<file path="config.mk">
export PLATFORM = sky130hd
export DESIGN_NAME = serial_eeprom_cmd_master
export DESIGN_NICKNAME = d
export VERILOG_FILES = /design/src/rtl/ee_cmd_pkg.sv /design/src/rtl/serial_eeprom_cmd_master.sv /design/src/rtl/ee_pin_sync.sv
export SDC_FILE = /design/constraint.sdc
export NUM_CORES = 1
export LEC_CHECK = 0
export BUFFER_PORTS_ARGS = -buffer_cell sky130_fd_sc_hd__buf_2
export CAP_MARGIN = 10
export CORE_ASPECT_RATIO = 1.2
export CORE_MARGIN = 4
export CORE_UTILIZATION = 35
export DETAILED_ROUTE_END_ITERATION = 6
export GPL_ROUTABILITY_DRIVEN = 1
export SYNTH_ARGS = -nofsm -noshare
export SYNTH_HDL_FRONTEND = slang
export SYNTH_SLANG_ARGS = --single-unit
</file>
<file path="constraint.sdc">
create_clock -name clk_i -period 3.5 [get_ports clk_i]
set_input_delay 0.7 -clock clk_i [delete_from_list [all_inputs] [get_ports clk_i]]
set_output_delay 0.7 -clock clk_i [all_outputs]
set_load 0.005 [all_outputs]
</file>
<file path="src/rtl/ee_cmd_pkg.sv">
// constants shared by the serial eeprom command master
package ee_cmd_pkg;
  localparam int unsigned CLK_MHZ = 100;
  // timing figures in ns, converted to cycles with a round up for least times
  localparam int unsigned SELECT_SETUP_NS = 50;
  localparam int unsigned DESELECT_HOLD_NS = 250;
  localparam int unsigned SELECT_SETUP_CYC = (SELECT_SETUP_NS * CLK_MHZ + 999) / 1000;
  localparam int unsigned DESELECT_HOLD_CYC = (DESELECT_HOLD_NS * CLK_MHZ + 999) / 1000;
  // half period of the shift clock in system cycles (500 kbit/s at 100 MHz)
  localparam int unsigned HALF_PERIOD_CYC = 100;
  localparam int unsigned ADDR_W_WIDE = 6;
  localparam int unsigned ADDR_W_NARROW = 7;
  localparam int unsigned WORD_W = 16;
  localparam int unsigned FRAME_MAX = 32;
  localparam logic [1:0] OP_READ = 2'h2;
  localparam logic [1:0] OP_WRITE = 2'h1;
  localparam logic [1:0] OP_SPECIAL = 2'h0;
  localparam logic [1:0] SUB_WIPE = 2'h2;
  localparam logic [1:0] SUB_UNLOCK = 2'h3;
  localparam logic [1:0] SUB_LOCK = 2'h0;
  localparam logic START_BIT = 1'h1;
  // user command codes
  localparam logic [2:0] CMD_READ = 3'h0;
  localparam logic [2:0] CMD_WRITE = 3'h1;
  localparam logic [2:0] CMD_BULK_WIPE = 3'h2;
  localparam logic [2:0] CMD_UNLOCK = 3'h3;
  localparam logic [2:0] CMD_LOCK = 3'h4;
endpackage : ee_cmd_pkg

</file>
<file path="src/rtl/serial_eeprom_cmd_master.sv">
// three-wire serial eeprom command master: frames, read capture, ready polling
`timescale 1ns/1ns
// Function
// - chip select is active high: high selects the eeprom, low deselects it.
// - after chip select rises, wait at least 50 ns before the first shift clock edge.
// - with word width select high the eeprom holds 64 words of 16 bits and the address field is 6 bits.
// - each frame is sent as start bit 1, two-bit operation code, address, then data.
// - read is 10, write is 01 plus data msb first, and 00 with leading address 10/11/00 wipes/unlocks/locks.
// - a read returns a leading dummy 0 which the master discards.
// - after a write or wipe frame chip select goes low for at least 250 ns.
// - chip select then rises again and the data output is polled until high (ready).
// - the master changes its serial output only away from rising shift clock edges.
// - the eeprom updates its output on rising edges, so the master samples away from them.
// - all bits are shifted most significant first.
// - a byte-padded 25-bit write frame carries leading zeros with the start bit at the low end of byte one; the master sends it unpadded, start bit first.
module serial_eeprom_cmd_master #(
  parameter int unsigned HALF_CYC = ee_cmd_pkg::HALF_PERIOD_CYC
) (
  input wire logic clk_i,
  input wire logic sys_rst_i,
  input wire logic word_width_select_i,
  input wire logic cmd_valid_i,
  output logic cmd_ready_o,
  input wire logic [2:0] cmd_i,
  input wire logic [6:0] cmd_addr_i,
  input wire logic [15:0] cmd_wdata_i,
  output logic done_o,
  output logic [15:0] rdata_o,
  output logic chip_select_o,
  output logic shift_clock_o,
  output logic eeprom_serial_input_o,
  input wire logic eeprom_serial_output_i
);
  typedef enum logic [5:0] {
    ST_IDLE = 6'h01,
    ST_SETUP = 6'h02,
    ST_SHIFT = 6'h04,
    ST_GAP = 6'h08,
    ST_POLL = 6'h10,
    ST_FINISH = 6'h20
  } state_t;

  state_t state;
  state_t next_state;
  logic [31:0] frame;
  logic [5:0] bits_left;
  logic [15:0] timer;
  logic [16:0] rx;
  logic is_read;
  logic is_prog;
  logic sync_do;
  logic rx_phase;

  ee_pin_sync u_sync (
    .clk_i(clk_i),
    .sys_rst_i(sys_rst_i),
    .pin_i(eeprom_serial_output_i),
    .level_o(sync_do)
  );

  // frame built msb-aligned; unused tail bits are zero
  function automatic logic [31:0] build_frame(input logic [2:0] cmd, input logic [6:0] addr,
                                             input logic [15:0] wd, input logic wide);
    logic [1:0] op;
    logic [6:0] fld;
    logic [31:0] f;
    op = ee_cmd_pkg::OP_SPECIAL;
    fld = addr;
    f = '0;
    unique case (cmd)
      ee_cmd_pkg::CMD_READ: op = ee_cmd_pkg::OP_READ;
      ee_cmd_pkg::CMD_WRITE: op = ee_cmd_pkg::OP_WRITE;
      ee_cmd_pkg::CMD_BULK_WIPE: fld = {ee_cmd_pkg::SUB_WIPE, 5'h00};
      ee_cmd_pkg::CMD_UNLOCK: fld = {ee_cmd_pkg::SUB_UNLOCK, 5'h00};
      default: fld = {ee_cmd_pkg::SUB_LOCK, 5'h00};
    endcase
    if (wide)
      f = {ee_cmd_pkg::START_BIT, op, (cmd > ee_cmd_pkg::CMD_WRITE) ? fld[6:1] : addr[5:0], wd, 7'h00};
    else
      f = {ee_cmd_pkg::START_BIT, op, fld, wd[7:0], 14'h0000};
    return f;
  endfunction : build_frame

  function automatic logic [5:0] frame_len(input logic [2:0] cmd, input logic wide);
    logic [5:0] n;
    n = wide ? 6'h09 : 6'h0a;
    if (cmd == ee_cmd_pkg::CMD_WRITE)
      n = wide ? 6'h19 : 6'h12;
    else if (cmd == ee_cmd_pkg::CMD_READ)
      n = n + (wide ? 6'h11 : 6'h09); // dummy rides the last address clock; one extra rise samples the last bit
    return n;
  endfunction : frame_len

  wire cmd_take = (state == ST_IDLE) && cmd_valid_i;
  wire half_tick = (timer == 16'h0000);
  wire rx_word_wide = word_width_select_i;
  wire [15:0] rx_word = rx_word_wide ? rx[15:0] : {8'h00, rx[7:0]};
  assign cmd_ready_o = (state == ST_IDLE);

  always_comb
  begin
    next_state = state;
    unique case (state)
      ST_IDLE: if (cmd_valid_i) next_state = ST_SETUP;
      ST_SETUP: if (half_tick) next_state = ST_SHIFT;
      ST_SHIFT:
        if (half_tick && rx_phase && bits_left == 6'h01)
          next_state = is_prog ? ST_GAP : ST_FINISH;
      ST_GAP: if (half_tick) next_state = ST_POLL;
      ST_POLL: if (half_tick) next_state = sync_do ? ST_FINISH : ST_GAP;
      ST_FINISH: next_state = ST_IDLE;
      default: next_state = ST_IDLE;
    endcase
  end

  always_ff @(posedge clk_i or posedge sys_rst_i)
  begin
    if (sys_rst_i)
      state <= ST_IDLE;
    else
      state <= next_state;
  end

  // timer counts down one phase; each state loads its own length
  always_ff @(posedge clk_i or posedge sys_rst_i)
  begin
    if (sys_rst_i)
      timer <= 16'h0000;
    else if (cmd_take)
      timer <= 16'(ee_cmd_pkg::SELECT_SETUP_CYC - 1);
    else if (state == ST_SHIFT && half_tick && rx_phase && bits_left == 6'h01 && is_prog)
      timer <= 16'(ee_cmd_pkg::DESELECT_HOLD_CYC); // select drops one cycle after this edge
    else if (state == ST_GAP && half_tick)
      // the ready level must clear the pin synchroniser even with a short half period
      timer <= 16'(HALF_CYC + ee_cmd_pkg::DESELECT_HOLD_CYC - 1);
    else if (state == ST_POLL && half_tick)
      timer <= 16'(ee_cmd_pkg::DESELECT_HOLD_CYC - 1);
    else if (half_tick)
      timer <= 16'(HALF_CYC - 1);
    else
      timer <= timer - 16'h0001;
  end

  // rx_phase 0: clock low, data changed; 1: clock high after rising edge
  always_ff @(posedge clk_i or posedge sys_rst_i)
  begin
    if (sys_rst_i)
    begin
      frame <= 32'h00000000;
      bits_left <= 6'h00;
      rx <= 17'h00000;
      rx_phase <= 1'h0;
      is_read <= 1'h0;
      is_prog <= 1'h0;
      shift_clock_o <= 1'h0;
      eeprom_serial_input_o <= 1'h0;
    end
    else if (cmd_take)
    begin
      frame <= build_frame(cmd_i, cmd_addr_i, cmd_wdata_i, word_width_select_i);
      bits_left <= frame_len(cmd_i, word_width_select_i);
      is_read <= (cmd_i == ee_cmd_pkg::CMD_READ);
      is_prog <= (cmd_i == ee_cmd_pkg::CMD_WRITE) || (cmd_i == ee_cmd_pkg::CMD_BULK_WIPE);
      rx <= 17'h00000;
      rx_phase <= 1'h0;
      shift_clock_o <= 1'h0;
    end
    else if (state == ST_SETUP && half_tick)
    begin
      eeprom_serial_input_o <= frame[31];
      frame <= {frame[30:0], 1'h0};
    end
    else if (state == ST_SHIFT && half_tick)
    begin
      rx_phase <= ~rx_phase;
      if (!rx_phase)
      begin
        // the bit put out at the previous rise has cleared the synchroniser by now when the half period is three cycles or more
        rx <= {rx[15:0], sync_do};
        shift_clock_o <= 1'h1;
      end
      else
      begin
        // falling edge: present the next bit
        shift_clock_o <= 1'h0;
        eeprom_serial_input_o <= frame[31];
        frame <= {frame[30:0], 1'h0};
        bits_left <= bits_left - 6'h01;
      end
    end
    else if (state == ST_FINISH)
      eeprom_serial_input_o <= 1'h0;
  end

  always_ff @(posedge clk_i or posedge sys_rst_i)
  begin
    if (sys_rst_i)
      chip_select_o <= 1'h0;
    else
      // select outlives the last falling clock edge by one cycle so the two never move together
      chip_select_o <= (next_state == ST_SETUP) || (next_state == ST_SHIFT) || (next_state == ST_POLL) ||
                       (state == ST_SHIFT);
  end

  always_ff @(posedge clk_i or posedge sys_rst_i)
  begin
    if (sys_rst_i)
    begin
      done_o <= 1'h0;
      rdata_o <= 16'h0000;
    end
    else
    begin
      done_o <= (state == ST_FINISH);
      if (state == ST_FINISH && is_read)
        rdata_o <= rx_word;
    end
  end
endmodule : serial_eeprom_cmd_master

</file>
<file path="src/rtl/ee_pin_sync.sv">
// three-stage synchroniser for the eeprom data output pin
`timescale 1ns/1ns
module ee_pin_sync (
  input wire logic clk_i,
  input wire logic sys_rst_i,
  input wire logic pin_i,
  output logic level_o
);
  logic s1;
  logic s2;
  logic s3;
  always_ff @(posedge clk_i or posedge sys_rst_i)
  begin
    if (sys_rst_i)
    begin
      s1 <= 1'h0;
      s2 <= 1'h0;
      s3 <= 1'h0;
      level_o <= 1'h0;
    end
    else
    begin
      s1 <= pin_i;
      s2 <= s1;
      s3 <= s2;
      // a change counts only once stages two and three agree
      if (s2 == s3)
        level_o <= s3;
    end
  end
endmodule : ee_pin_sync

</file>
* Word-level counts from Yosys, hierarchy flattened
Cells that the tools add are included.
** Word-level totals
- Word-level logic and storage cells :: 114
- Bits of input ports :: 31
- Flip-flop bits (word level) :: 103
- Output and inout port bits :: 21
** Cells by class
- $add $sub $neg :: 3
- Equal/unequal tests :: 17
- Reduce and logical (&&, ||, !) cells :: 28
- Bitwise gates (word level) :: 2
- Multiplexer cells :: 46
- Order comparisons :: 1
** Operators with widths (number)
- 16-bit two-way mux :: 10
- 32-bit two-way mux :: 4
- 6-bit two-way mux :: 14
- 6-bit case mux with 5 select lines :: 1
- 29-bit two-way mux :: 1
- 7-bit case mux with 3 select lines :: 1
- 16-bit logical NOT :: 1
- 16-bit by 1-bit subtractor with 16-bit output (second input constant) :: 1
- 6-bit by 1-bit equality test with 1-bit output (second input constant) :: 2
- 6-bit by 2-bit equality test with 1-bit output (second input constant) :: 2
- 6-bit by 3-bit equality test with 1-bit output (second input constant) :: 2
- 6-bit by 5-bit equality test with 1-bit output (second input constant) :: 2
- 1-bit logical AND :: 11
- 1-bit two-way mux :: 11
- 3-bit AND reduction :: 3
- 3-bit nonzero test :: 3
- 4-bit by 5-bit adder with 6-bit output :: 1
- 3-bit by 2-bit equality test with 1-bit output (second input constant) :: 2
- 6-bit by 4-bit equality test with 1-bit output (second input constant) :: 1
- 6-bit equality test (second input constant) :: 1
- 6-bit by 1-bit subtractor with 6-bit output (second input constant) :: 1
- 5-bit two-way mux :: 1
- 1-bit logical OR :: 4
- 4-bit two-way mux :: 1
- 13 further kinds :: 16

* Depth between registers and ports, before layout
- Word-level depth :: 9
- Depth in mapped cells :: 9
- Mapped depth without buffers :: 7

* By module
From an unflattened synthesis, not the netlist that was laid out.
** Second synthesis, totals
- Cell total of the unflattened synthesis :: 483
- Area, all modules :: 4732.0 um^2
** Modules (own cells, without submodules)
- serial_eeprom_cmd_master :: seq. area each 2278.4 um^2, instances 1, area an instance 4616.9 um^2, cells an instance 477
- ee_pin_sync :: seq. area each 100.1 um^2, instances 1, area an instance 115.1 um^2, cells an instance 6

* Worst setup path after synthesis
Ideal clock, no wire load.
- Path type :: reg-to-reg
- From :: register timer[0]
- To :: register eeprom_serial_input_o
- Setup time :: 69 ps
- Buffers on the path :: 1
- Arrival :: 2224 ps
- Period minus slack after synthesis :: 2293 ps
- Required time :: 3431 ps
- Stages on the path, launching flop included :: 8
- Path slack :: 1207 ps
- Cells stage by stage :: dfrtp_1 > inv_1 > ha_1 > or3b_2 > or4_1 > buf_2 > or4_1 > nand3_1
** Between the ends
- Word-level cells in the longest chain between the ends :: 4
- Elaborated cells between the ends (all ways) :: 8
- Classes of those cells :: 1 x eq/ne; 2 x mux; 5 x reduce/logical
** Ends and longest elaborated chain
- start: declaration :: RTL line serial_eeprom_cmd_master.sv:47 : logic [15:0] timer;
- start signal: assignment :: RTL line serial_eeprom_cmd_master.sv:130 : timer <= 16'(ee_cmd_pkg::SELECT_SETUP_CYC - 1);
- start signal: assignment :: RTL line serial_eeprom_cmd_master.sv:132 : timer <= 16'(ee_cmd_pkg::DESELECT_HOLD_CYC);
- start signal: assignment :: RTL line serial_eeprom_cmd_master.sv:135 : timer <= 16'(HALF_CYC + ee_cmd_pkg::DESELECT_HOLD_CYC - 1);
- 16-bit logical NOT * :: RTL line serial_eeprom_cmd_master.sv:95 : wire half_tick = (timer == 16'h0000);
- 1-bit logical AND (on tied branches) :: RTL line serial_eeprom_cmd_master.sv:173, serial_eeprom_cmd_master.sv:168
- 3-bit by 2-bit != test with 1-bit output (no line) (tied with other cells)
- 3-bit AND reduction (no line) / 1-bit two-way mux (equally long branches)
- end signal: assignment :: RTL line serial_eeprom_cmd_master.sv:170 : eeprom_serial_input_o <= frame[31];
- end signal: assignment :: RTL line serial_eeprom_cmd_master.sv:186 : eeprom_serial_input_o <= frame[31];
- end: declaration :: RTL line serial_eeprom_cmd_master.sv:31 : output logic eeprom_serial_input_o,
Every way passes the cells marked *; elsewhere a longest branch is shown, timed or not.
A chain may end at the register's enable or synchronous reset.

* Final worst setup path
Same ends and word-level chain as after synthesis.

==> run_results.csv <==
group,metric,value,unit
run_status,status,"finished clean",
routing,via_per_inst,5.15,
layout,fill_cells,1233,
clocking,clk_root_buffer_cell,"clkbuf_16",
layout,drive_above_1_share,19.6,%
layout,seq_area,0.00238,mm2
placed_design,place.gp.congestion,0.782,
grt,grt_max_degree,57,
pwr,combPwrFrac,28.9,%
setup_path,cp.arrival,2.95,ns
pwr,power_leakage,0.00262,uW
clocking,post_cts_buffers,0,
placed_design,dp_slack,0.718,ns
clocking,max-clock-path-buffers,2,
clocking,clk_latency,0.34,ns
die,rows,45,
layout,final_area,0.00536,mm2
setup_path,rr_worst_depth,7,
clocking,path_clk_slew,0.06,ns
yosys,avgSynthCellArea,9.85,um2
yosys,synth_area_leaders,"dfrtp_1, nand2_1, mux2i_1, nand3_1, mux2_2",
setup_path,path_class,"reg -> reg",
setup_path,cpPeakStageDelay,0.59,ns
yosys,synth_common_cells,"dfrtp_1, nand2_1, nand3_1, nor2_1",
routing,wl_per_cell,14.3,um
worst_hold_path,min_to,"u_sync.s2",
flow_run,cap_viol_max_count,0,
setup_path,critPathTopFamily,"simple AND/OR/NAND/NOR gates",
pwr,intPower,2420,uW
yosys,ys_warn_count,0,
worst_hold_path,holdPathStages,0,
setup_path,regToRegSetupSlack,0.77,ns
clocking,numClockSinks,95,
worst_hold_path,hold_path_class,"reg -> reg",
yosys,yosysMostFrequentCell,"dfrtp_1",
timing,fin_skew,0.00490,ns
timing,setup_viol,0,
layout,final_core_util,41.9,%
layout,area_growth,15.9,%
yosys,yosysUniqueCellTypes,48,
routing,num_vias,3504,
timing,final_hold_viol_count,0,
worst_hold_path,hp-start,"u_sync.s1",
yosys,syn-num-nets,505,
routing,first_iter_violations,181,
timing,tns,0,ns
clocking,cts_made_buffers,9,
yosys,netlist.area_leader.share,50.9,%
setup_path,r2r-end,"eeprom_serial_input_o",
yosys,netlist.top_cell.by_area,"dfrtp_1",
yosys,seq_area_frac_synth,51.5,%
setup_path,cp_max_fo,18,
pwr,switching_share,33.1,%
routing,routed_wl,9730,um
grt,grt_pass1_vias,3578,
layout,final_cells,680,
clocking,cts_tree,"built",
grt,antenna_found_initial,0,
placed_design,place_hpwl,6790,um
pwr,vdd_drop_max,0.000235,V
timing,drv_slew,0,
yosys,synth_edf_count,0,
setup_path,critical-path-slowest-cell,"or4_1",
routing,dr.pass1.iters,4,
yosys,ys_ff_latch,95,
setup_path,cp.buffers_inverters,1,
die,initial_core_util,36.2,%
die,die_y,134,um
die,num_io_pins,52,
yosys,synth-async-reset-ratio,100,%
setup_path,start_kind,"register",
timing,period_minus_slack,2.73,ns
setup_path,cp_common_cell,"or4_1",
setup_path,reg2reg_from,"timer[0]",
layout,diodes,0,
layout,multi_input_area,0.00208,mm2
layout,nets,547,
timing,worst_pin_slew,0.793,ns
placed_design,dp_cells,664,
die,core_area,0.0128,mm2
timing,timing.slew.headroom,47.0,%
timing,rsz0062_at_grt,"no",
setup_path,cp-end-kind,"register",
routing,drc,0,
clocking,ctsResizeCount,0,
setup_path,path_cells,"inv_1 > ha_1 > or3b_2 > or4_1 > nor3_4 > or4_1 > nand3_1",
yosys,synth-main-ff-cell,"dfrtp_1",
timing,fin_crit_sh,78.0,%
grt,overflow,0,
pwr,pwr-share-seq,43.3,%
clocking,cts-htree-levels,3,
timing,max_freq,0.366,GHz
yosys,synth_cells,469,
yosys,syn_area,0.00462,mm2
setup_path,critPathRequiredTime,3.72,ns
setup_path,cp-startpoint,"timer[0]",
timing,fin_ws,0.770,ns
die,dieArea,0.0151,mm2
routing,drtAntennaViolNets,0,
grt,track_usage,13.8,%
placed_design,portBuffers,51,
pwr,clkPwrFrac,27.7,%
grt,grt_pass1_wl,17100,um
clocking,postCtsHoldBufs,0,
die,dieWidth,113,um
placed_design,place_area,0.00505,mm2
pwr,p_sw,1200,uW
pwr,p_per_area,675,mW/mm2
-- placed cells by master, fill, tap and decap left out, types with 8 or more instances in the layout --
master     instances
mux2_2            15
a21oi_1           27
o21ai_0           24
nand3_1           40
o221ai_1           8
dfrtp_1           94
buf_2             51
nor2_1            28
nand2_1           74
mux2i_1           27
inv_1              9
xor2_1            14
clkbuf_16          9
-- cells by family after synthesis --
group           after synthesis  share of synthesized area (%)
simple gates                197                           21.3
flops                        95                           51.5
compound gates               72                           9.10
mux                          42                           9.50
buf+inv                      38                           3.49
xor+xnor                     19                           3.60
fa+ha+maj                     6                           1.57
-- how the worst max path moves through the flow --
stage | end | slack [ns] | depth (start not counted)
after floorplan | bits_left[0] | 0.32 | 1
final | eeprom_serial_input_o | 0.77 | 7
after CTS | rdata_o[4] | 0.70 | 4
after global placement | rdata_o[2] | 0.77 | 4
after detailed placement | rdata_o[4] | 0.72 | 4
after global routing | rdata_o[2] | 0.57 | 4
-- final cells by class --
class / instances / share of cell area, %
inverters: 10 / 0.724
repair buffers: 59 / 6.35
well taps: 164 / 3.83
clock inverters: 5 / 1.05
multi-input cells: 336 / 38.9
clock buffers: 11 / 4.72
flip-flops and latches: 95 / 44.4
-- metal layers --
metal | vias up | GRT usage, % | wire length, um
met5 | - | 0 | 0
met4 | 0 | 5.74 | 176
met3 | 10 | 3.25 | 431
met2 | 63 | 22.5 | 4780
met1 | 1708 | 17.6 | 4350
li1 | 1723 | - | -
-- state kept, by name (all words and copies together), names as in the netlist --
register,flops
done_o,1
u_sync.s3,1
u_sync.s2,1
timer,16
state,6
u_sync.level_o,1
u_sync.s1,1
shift_clock_o,1
eeprom_serial_input_o,1
bits_left,6
rx,16
chip_select_o,1
rdata_o,16
is_read,1
is_prog,1
frame,25
-- power by group through the flow --
stage,Clock (uW),Sequential (uW),Combinational (uW)
2_1_floorplan,0,1520,828
5_1_grt,1070,1600,1200
3_5_place_dp,0,1580,1050
4_1_cts,1030,1570,1060
3_3_place_gp,0,1570,1030
6_report,1000,1570,1050
-- through the flow --
step	hold WS (ns)	power, uW
floorplan	0.331	2350
global placement	0.347	2600
detailed placement	0.345	2640
CTS	0.359	3650
global route	0.362	3870
finish	0.353	3620
-- worst reg2reg max path, stage by stage (launching register included) --
cell	delay, ns
dfrtp_1	0.42
inv_1	0.08
ha_1	0.24
or3b_2	0.45
or4_1	0.59
nor3_4	0.55
or4_1	0.21
nand3_1	0.07
(Power assumes the default switching activity.)
